### config.mk
export PLATFORM = sky130hd
export DESIGN_NAME = pro_relay
export DESIGN_NICKNAME = d
export VERILOG_FILES = /design/src/common/pro_pkg.sv /design/src/core/pro_tick.sv /design/src/core/pro_relay.sv
export SDC_FILE = /design/constraint.sdc
export NUM_CORES = 1
export LEC_CHECK = 0
export BUFFER_PORTS_ARGS = -buffer_cell sky130_fd_sc_hd__buf_2
export CAP_MARGIN = 20
export CORE_UTILIZATION = 45
export DETAILED_ROUTE_END_ITERATION = 16
export HOLD_SLACK_MARGIN = 0.06
export PLACE_DENSITY = 0.63
export REMOVE_ABC_BUFFERS = 1
export SYNTH_ARGS = -nofsm -noshare
export SYNTH_HDL_FRONTEND = slang
export SYNTH_SLANG_ARGS = --single-unit
### constraint.sdc
create_clock -name core_clk_i -period 3.9 [get_ports core_clk_i]
set_clock_uncertainty 0.1 [all_clocks]
set_input_delay 0.195 -clock core_clk_i [delete_from_list [all_inputs] [get_ports core_clk_i]]
set_output_delay 0.195 -clock core_clk_i [all_outputs]
set_load 0.05 [all_outputs]
### src/common/pro_pkg.sv
/*
  Package for the programmable relay output block: selector codes, fault codes,
  delay limits and timebase constants.
  Assumes a single 100 MHz core clock.
*/
package pro_pkg;

  localparam int unsigned CLK_HZ          = 100_000_000;
  localparam int unsigned TICK_S          = 1;
  localparam int unsigned TICK_CYCLES     = CLK_HZ * TICK_S;
  localparam int unsigned READY_HOLD_S    = 1;

  localparam logic [9:0]  DELAY_MAX       = 10'h3e7;
  localparam logic [9:0]  DELAY_RESET     = 10'h000;
  localparam logic [4:0]  SEL_RESET       = 5'h06;
  localparam logic [4:0]  SEL_MAX         = 5'h13;
  localparam logic [4:0]  SEL_INVERT_BASE = 5'h0a;

  localparam logic [2:0]  TRIG_START_CMD  = 3'h0;
  localparam logic [2:0]  TRIG_STARTING   = 3'h1;
  localparam logic [2:0]  TRIG_BYPASS     = 3'h2;
  localparam logic [2:0]  TRIG_STOP_CMD   = 3'h3;
  localparam logic [2:0]  TRIG_SHUTDOWN   = 3'h4;
  localparam logic [2:0]  ST_FAULT        = 3'h5;
  localparam logic [2:0]  ST_OPERATING    = 3'h6;
  localparam logic [2:0]  ST_READY        = 3'h7;
  localparam logic [3:0]  SEL_ST_STARTING = 4'h8;
  localparam logic [3:0]  SEL_ST_BYPASS   = 4'h9;

  localparam logic [4:0]  FLT_OUT_PHASE   = 5'h05;
  localparam logic [4:0]  FLT_06          = 5'h06;
  localparam logic [4:0]  FLT_07          = 5'h07;
  localparam logic [4:0]  FLT_08          = 5'h08;
  localparam logic [4:0]  FLT_12          = 5'h0c;
  localparam logic [4:0]  FLT_15          = 5'h0f;

endpackage

### src/core/pro_tick.sv
/*
  Seconds timebase: one-cycle pulse every TICKS cycles, restartable.
  Assumes the core clock and a synchronous active-high reset.
*/
`timescale 1ns/1ps
module pro_tick #(
  parameter int unsigned TICKS = pro_pkg::TICK_CYCLES
) (
  // Clock and reset
  input  wire logic core_clk_i,
  input  wire logic rst_i,
  // Control
  input  wire logic restart_i,
  output logic      tick_o
);
  typedef struct packed {
    logic [31:0] cnt;
    logic        tick;
  } pro_tick_st_t;

  pro_tick_st_t s_q;
  pro_tick_st_t s_d;

  always_comb begin
    s_d      = s_q;
    s_d.tick = 1'b0;
    // Restart aligns the first second to the trigger rather than a free phase.
    if (restart_i || s_q.cnt == 32'(TICKS - 1)) begin
      s_d.cnt  = 32'h0;
      s_d.tick = !restart_i;
    end else begin
      s_d.cnt = s_q.cnt + 32'h1;
    end
  end

  always_ff @(posedge core_clk_i) begin
    if (rst_i) begin
      s_q <= '0;
    end else begin
      s_q <= s_d;
    end
  end

  assign tick_o = s_q.tick;
endmodule // pro_tick

### src/core/pro_relay.sv
/*
  Programmable relay output: timed mode (selector 0-4/10-14) and state mode
  (5-9/15-19), with contact inversion above 9.
  Assumes sequence event inputs are one-cycle pulses and state inputs are levels,
  all synchronous to core_clk_i.
*/
// Contract
// - Selector 0-4 or 10-14 gives timed mode triggered by start command, starting, bypass, stop command or shutdown complete.
// - With a nonzero delay the trigger starts a seconds timer of up to 999 s and the output changes when it expires.
// - With zero delay the output changes at the trigger itself.
// - After the delay has ended the output returns to rest once the starter has been ready for one second.
// - A new start aborts any timed sequence in progress to idle unless that cycle moves it to ON or HOLD;
// only a start that is the trigger resets the timer and restarts the sequence.
// - Selector 5-9 or 15-19 gives state mode showing fault, operating, ready, starting or bypass.
// - State mode ignores the delay and follows the state directly.
// - The fault indication covers only fault codes 05, 06, 07, 08, 12 and 15.
// - Operating is shown whenever the starter is neither ready nor faulted.
// - The delay setting accepts 0 to 999 s and resets to 0.
// - Selector and delay changes are refused during soft start or soft stop.
`timescale 1ns/1ps
module pro_relay #(
  parameter int unsigned TICKS = pro_pkg::TICK_CYCLES
) (
  // Clock and reset
  input  wire logic       core_clk_i,
  input  wire logic       rst_i,
  // Settings write port
  input  wire logic       set_wr_i,
  input  wire logic [4:0] relay_function_select_i,
  input  wire logic [9:0] relay_delay_seconds_i,
  output logic            set_refused_o,
  output logic [4:0]      relay_function_select_o,
  output logic [9:0]      relay_delay_seconds_o,
  // Starter sequence events
  input  wire logic       ev_start_cmd_i,
  input  wire logic       ev_starting_i,
  input  wire logic       ev_bypass_i,
  input  wire logic       ev_stop_cmd_i,
  input  wire logic       ev_shutdown_i,
  // Starter state levels
  input  wire logic       st_ready_i,
  input  wire logic       st_starting_i,
  input  wire logic       st_bypass_i,
  input  wire logic       st_soft_stop_i,
  input  wire logic       st_faulted_i,
  input  wire logic [4:0] fault_code_i,
  // Relay contact drive
  output logic            relay_o
);

  typedef enum logic [3:0] {
    PRO_IDLE  = 4'b0001,
    PRO_WAIT  = 4'b0010,
    PRO_ON    = 4'b0100,
    PRO_HOLD  = 4'b1000
  } pro_state_t;

  typedef struct packed {
    pro_state_t  fsm;
    logic [4:0]  sel;
    logic [9:0]  delay;
    logic [9:0]  secs;
    logic        refused;
    logic        relay;
  } pro_st_t;

  pro_st_t s_q;
  pro_st_t s_d;
  logic    tick;
  logic    tick_restart;

  function automatic logic [3:0] pro_base(input logic [4:0] sel);
    pro_base = (sel >= pro_pkg::SEL_INVERT_BASE) ? 4'(sel - pro_pkg::SEL_INVERT_BASE)
                                                 : sel[3:0];
  endfunction

  function automatic logic pro_elec_fault(input logic [4:0] c);
    pro_elec_fault = (c == pro_pkg::FLT_OUT_PHASE) || (c == pro_pkg::FLT_06) ||
                     (c == pro_pkg::FLT_07) || (c == pro_pkg::FLT_08) ||
                     (c == pro_pkg::FLT_12) || (c == pro_pkg::FLT_15);
  endfunction

  logic [3:0] base;
  logic       timed;
  logic       trig;
  logic       active;
  logic       state_hit;

  pro_tick #(
    .TICKS (TICKS)
  ) u_tick (
    .core_clk_i (core_clk_i),
    .rst_i      (rst_i),
    .restart_i  (tick_restart),
    .tick_o     (tick)
  );

  always_comb begin
    base      = pro_base(s_q.sel);
    timed     = base <= {1'b0, pro_pkg::TRIG_SHUTDOWN};
    unique case (base[2:0])
      pro_pkg::TRIG_START_CMD: trig = ev_start_cmd_i;
      pro_pkg::TRIG_STARTING:  trig = ev_starting_i;
      pro_pkg::TRIG_BYPASS:    trig = ev_bypass_i;
      pro_pkg::TRIG_STOP_CMD:  trig = ev_stop_cmd_i;
      pro_pkg::TRIG_SHUTDOWN:  trig = ev_shutdown_i;
      default:                 trig = 1'b0;
    endcase
    // State mode: fault subset, operating, ready, starting, bypass.
    state_hit = 1'b0;
    if (base == 4'({1'b0, pro_pkg::ST_FAULT})) begin
      state_hit = st_faulted_i && pro_elec_fault(fault_code_i);
    end else if (base == 4'({1'b0, pro_pkg::ST_OPERATING})) begin
      state_hit = !st_ready_i && !st_faulted_i;
    end else if (base == 4'({1'b0, pro_pkg::ST_READY})) begin
      state_hit = st_ready_i;
    end else if (base == pro_pkg::SEL_ST_STARTING) begin
      state_hit = st_starting_i;
    end else if (base == pro_pkg::SEL_ST_BYPASS) begin
      state_hit = st_bypass_i;
    end
  end

  assign active = (s_q.fsm == PRO_ON) || (s_q.fsm == PRO_HOLD);

  always_comb begin
    s_d          = s_q;
    s_d.refused  = 1'b0;
    tick_restart = 1'b0;
    // Settings are frozen while the starter is ramping up or down.
    if (set_wr_i) begin
      if (st_starting_i || st_soft_stop_i) begin
        s_d.refused = 1'b1;
      end else if (relay_function_select_i <= pro_pkg::SEL_MAX &&
                   relay_delay_seconds_i <= pro_pkg::DELAY_MAX) begin
        s_d.sel   = relay_function_select_i;
        s_d.delay = relay_delay_seconds_i;
        s_d.fsm   = PRO_IDLE;
      end else begin
        s_d.refused = 1'b1;
      end
    end
    if (timed && !set_wr_i) begin
      // A fresh start command returns the cycle to idle unless it is itself the trigger or the case below moves it to ON or HOLD.
      if (ev_start_cmd_i && s_q.fsm != PRO_IDLE && !trig) begin
        s_d.fsm = PRO_IDLE;
      end
      if (trig) begin
        s_d.secs     = 10'h000;
        tick_restart = 1'b1;
        if (s_q.delay == 10'h000) begin
          s_d.fsm = PRO_ON;
        end else begin
          s_d.fsm = PRO_WAIT;
        end
      end else begin
        unique case (s_q.fsm)
          PRO_IDLE: begin
          end
          PRO_WAIT: begin
            if (tick) begin
              s_d.secs = s_q.secs + 10'h001;
              if (s_q.secs + 10'h001 >= s_q.delay) begin
                s_d.fsm = PRO_ON;
              end
            end
          end
          PRO_ON: begin
            if (st_ready_i) begin
              s_d.fsm      = PRO_HOLD;
              s_d.secs     = 10'h000;
              tick_restart = 1'b1;
            end
          end
          PRO_HOLD: begin
            if (!st_ready_i) begin
              s_d.fsm = PRO_ON;
            end else if (tick && s_q.secs + 10'h001 >= 10'(pro_pkg::READY_HOLD_S)) begin
              s_d.fsm = PRO_IDLE;
            end
          end
        endcase
      end
    end
    // Contact drive: invert above 9 so the rest state is closed.
    if (timed) begin
      s_d.relay = active ^ (s_q.sel >= pro_pkg::SEL_INVERT_BASE);
    end else begin
      s_d.relay = state_hit ^ (s_q.sel >= pro_pkg::SEL_INVERT_BASE);
    end
  end

  always_ff @(posedge core_clk_i) begin
    if (rst_i) begin
      s_q.fsm     <= PRO_IDLE;
      s_q.sel     <= pro_pkg::SEL_RESET;
      s_q.delay   <= pro_pkg::DELAY_RESET;
      s_q.secs    <= 10'h000;
      s_q.refused <= 1'b0;
      s_q.relay   <= 1'b0;
    end else begin
      s_q <= s_d;
    end
  end

  assign relay_o                 = s_q.relay;
  assign set_refused_o           = s_q.refused;
  assign relay_function_select_o = s_q.sel;
  assign relay_delay_seconds_o   = s_q.delay;
endmodule // pro_relay

==> flow_summary.yaml <==
outcome:
  outcome: "complete, no violations"
floorplanning:
  die_width_um: 94.3
  rows: 33
  die_h_um: 94.3
  pin_count: 50
  core-area_mm2: 0.00822
  dieArea_mm2: 0.00888
  start_util_pct: 46.6
final_layout:
  fin_util_pct: 53.3
  postLayoutCellArea_mm2: 0.00438
  final_cells: 606
  fillCellCount: 768
  final_nets: 544
  drive_above_1_share_pct: 18.2
  area_delta_synth_final_pct: 14.3
  diodes: 0
clocking:
  cts_buffers: 9
  cts.sinks: 64
  clock-root-buffer: "clkbuf_8"
  path_clk_slew_ns: 0.08
  clock_path_buffers: 2
  cts_tree: "built"
  clk_latency_ns: 0.35
  cts-htree-levels: 3
  cts_resized: 0
pwr:
  power_switching_w: 0.000372
  internal-power_w: 0.00102
  seq_power_share_pct: 48.5
  p_sw_share_pct: 26.7
  pwr-share-comb_pct: 10.9
  power_frac_clock_pct: 40.6
  p_leak_nw: 1.74
  total_power_w: 0.00139
  power_density_mw_per_mm2: 318
  irDropWorstVdd_v: 0.000185
logic_synthesis:
  syn_area_mm2: 0.00383
  ys_ff_latch: 64
  avgSynthCellArea_um2: 8.49
  synthFlopType: "dfxtp_1"
  yosysSeqAreaShare_pct: 33.5
  synthArstFlopShare_pct: 0
  yosysWarnings: 0
  synth-edff-count: 0
  netlist-cell-type-count: 72
  synthCells: 451
sta:
  setup_tns_ns: 0
  setup_violations: 0
  final.min_clock_period_ns: 3.31
  drv_slew: 0
  tightest_slew_ns: 0.622
  finalHoldViolations: 0
  period_share_pct: 84.9
  rsz0062_at_grt: "false"
  fmax_ghz: 0.302
  slew-limit-headroom_pct: 57.4
global_route:
  grt_pass1_vias: 3102
  track_usage_pct: 20.6
  gr-total-overflow: 0
  grt_pass1_wl_mm: 14.4
  grt_antenna_before_repair: 0
  grt_max_degree: 33
flow_run:
  cap_violations: 0
routing:
  postRouteWirelength_mm: 8.54
  first_pass_iters: 4
  antenna_left: 0
  first_iter_violations: 165
  vias: 3302
  drc: 0
  wl_per_cell_um: 14.1
  via_per_inst: 5.45
critical_path:
  path_cells: "ha_1 -> nand3_1 -> nor2_1 -> nor2_1 -> or2_2 -> ha_1 -> a2111oi_0 -> o211ai_1 -> a21oi_1 -> a31oi_1 -> a221oi_1 -> a311o_1"
  critPathMaxStageDelay_ns: 0.49
  path_max_fanout: 8
  crit_slowest_cell: "a2111oi_0"
  cp.required_ns: 4.09
  crit_type: "reg2reg"
  crit_path_end_kind: "register"
  cp-start-kind: "register"
  worstPathArrival_ns: 3.50
  worstRegToRegCells: 12
placed_design:
  placed_cells: 574
  hpwl_mm: 6.09
  place_area_mm2: 0.00402
  io_buffers: 49
  gp_congestion: 0.872
hold_path:
  holdCritPathClass: "in2reg"
  min_path_cells: 4
## placed cells by master (no fill, tap or decap), types with 6 or more instances in the layout
cell type and count:
a21oi_1 9, a22o_1 7, and3_1 10, buf_2 49
clkbuf_8 9, dfxtp_1 64, dlygate4sd3_1 16, ha_1 15
inv_1 21, mux2i_1 16, nand2_1 23, nand3_1 27
nand4_1 12, nor2_1 65, nor3_1 8, nor4_1 6
o21a_1 6, o21ai_0 8, xnor2_1 14, xor2_1 24
## Yosys cell counts (2+ instances only)
cell type / number / share of area, %
or2_2: 2 / 0.33
a211oi_1: 3 / 0.59
inv_1: 21 / 2.1
a31oi_1: 4 / 0.65
nand3_1: 27 / 3.5
mux2i_1: 16 / 4.2
o21ai_0: 8 / 1.0
and4_1: 3 / 0.69
nor4_1: 6 / 0.98
and3b_1: 2 / 0.46
nand2_1: 23 / 2.3
o211ai_1: 4 / 0.78
nand4_1: 12 / 2.0
a32o_1: 2 / 0.52
nand2b_1: 4 / 0.65
and2_1: 3 / 0.49
nor4_2: 3 / 0.98
mux2_2: 2 / 0.59
nor3_1: 8 / 1.0
o21a_1: 6 / 1.2
or4b_2: 2 / 0.52
ha_1: 15 / 4.9
nand3b_1: 3 / 0.59
dfxtp_1: 64 / 33
xnor2_1: 14 / 3.2
a21o_1: 2 / 0.39
buf_2: 8 / 1.0
nor2b_1: 2 / 0.33
a22o_1: 7 / 1.6
and3_1: 10 / 1.6
o31ai_1: 2 / 0.39
clkbuf_1: 8 / 0.78
xor2_1: 24 / 5.5
nor2_1: 65 / 6.4
o21ai_1: 3 / 0.39
buf_4: 17 / 3.3
nor4b_1: 3 / 0.69
a21oi_1: 9 / 1.2
## flip-flops by register name, indices dropped and copies added, names as in the netlist
name                     count
u_tick.s_q                  32
s_q                         14
relay_delay_seconds_o       10
relay_o                      1
u_tick.tick_o                1
relay_function_select_o      5
set_refused_o                1
## through the flow
| stage | worst slack, ns | hold slack, ns |
|---|---|---|
| finish | 0.590 | 0.133 |
| global route | 0.421 | 0.143 |
| CTS | 0.612 | 0.123 |
| detailed placement | 0.625 | 0.339 |
| global placement | 0.814 | 0.325 |
| floorplan | 0.798 | 0.167 |
## what timing repair did
action / CTS / global route
setup buffers: 0 / 0
hold endpoints to repair: 16 / 0
hold buffers: 16 / 0
## power by group through the flow
| stage | Combinational [W] | Clock, W | Sequential (W) |
|---|---|---|---|
| after global routing | 0.000166 | 0.000611 | 0.000677 |
| after CTS | 0.000151 | 0.000582 | 0.000675 |
| after global placement | 0.000138 | 0 | 0.000690 |
| after floorplan | 0.0000678 | 0 | 0.000710 |
| after detailed placement | 0.000138 | 0 | 0.000690 |
| final | 0.000152 | 0.000566 | 0.000675 |
## area by class of cell
cell class	count	area (um2)	share of cell area (%)
multi-input cells	331	2260	51.5
flip-flops and latches	64	1280	29.3
repair buffers	69	435	9.94
well taps	105	131	3.00
clock buffers	9	124	2.83
inverters	21	78.8	1.80
clock inverters	7	71.3	1.63
## critical path: cells and delay by family, from the launching register on
family	cells	cell delay, ns
compound gates	6	1.44
fa+ha+maj	2	0.56
flops	1	0.47
simple gates	4	0.67
## per-layer routing
layer / vias to the layer above / share of wire (%) / wire (um) / global-route usage [%]
li1: 1683 / - / - / -
met2: 81 / 49 / 4140 / 34.0
met1: 1523 / 45 / 3830 / 25.4
met4: 0 / 1.9 / 166 / 9.10
met5: - / 0 / 0 / 0
met3: 15 / 4.7 / 401 / 4.61
## path summary, 6_finish.rpt
path / end / start / slack, ns
worst min-delay path: set_refused_o / st_soft_stop_i / 0.13
worst max-delay path: s_q[28] / s_q[2] / 0.59
worst min register to register: u_tick.s_q[1] / u_tick.s_q[1] / 0.36
worst max register to register: s_q[28] / s_q[2] / 0.59
## cells by family after synthesis
| group | Yosys count | share of synthesized area (%) |
|---|---|---|
| simple gates | 187 | 25.5 |
| compound gates | 72 | 14.8 |
| flops | 64 | 33.5 |
| buf+inv | 56 | 7.61 |
| xor+xnor | 38 | 8.69 |
| mux | 18 | 4.77 |
| fa+ha+maj | 16 | 5.16 |
No activity file was read; power rests on OpenSTA's default activity.
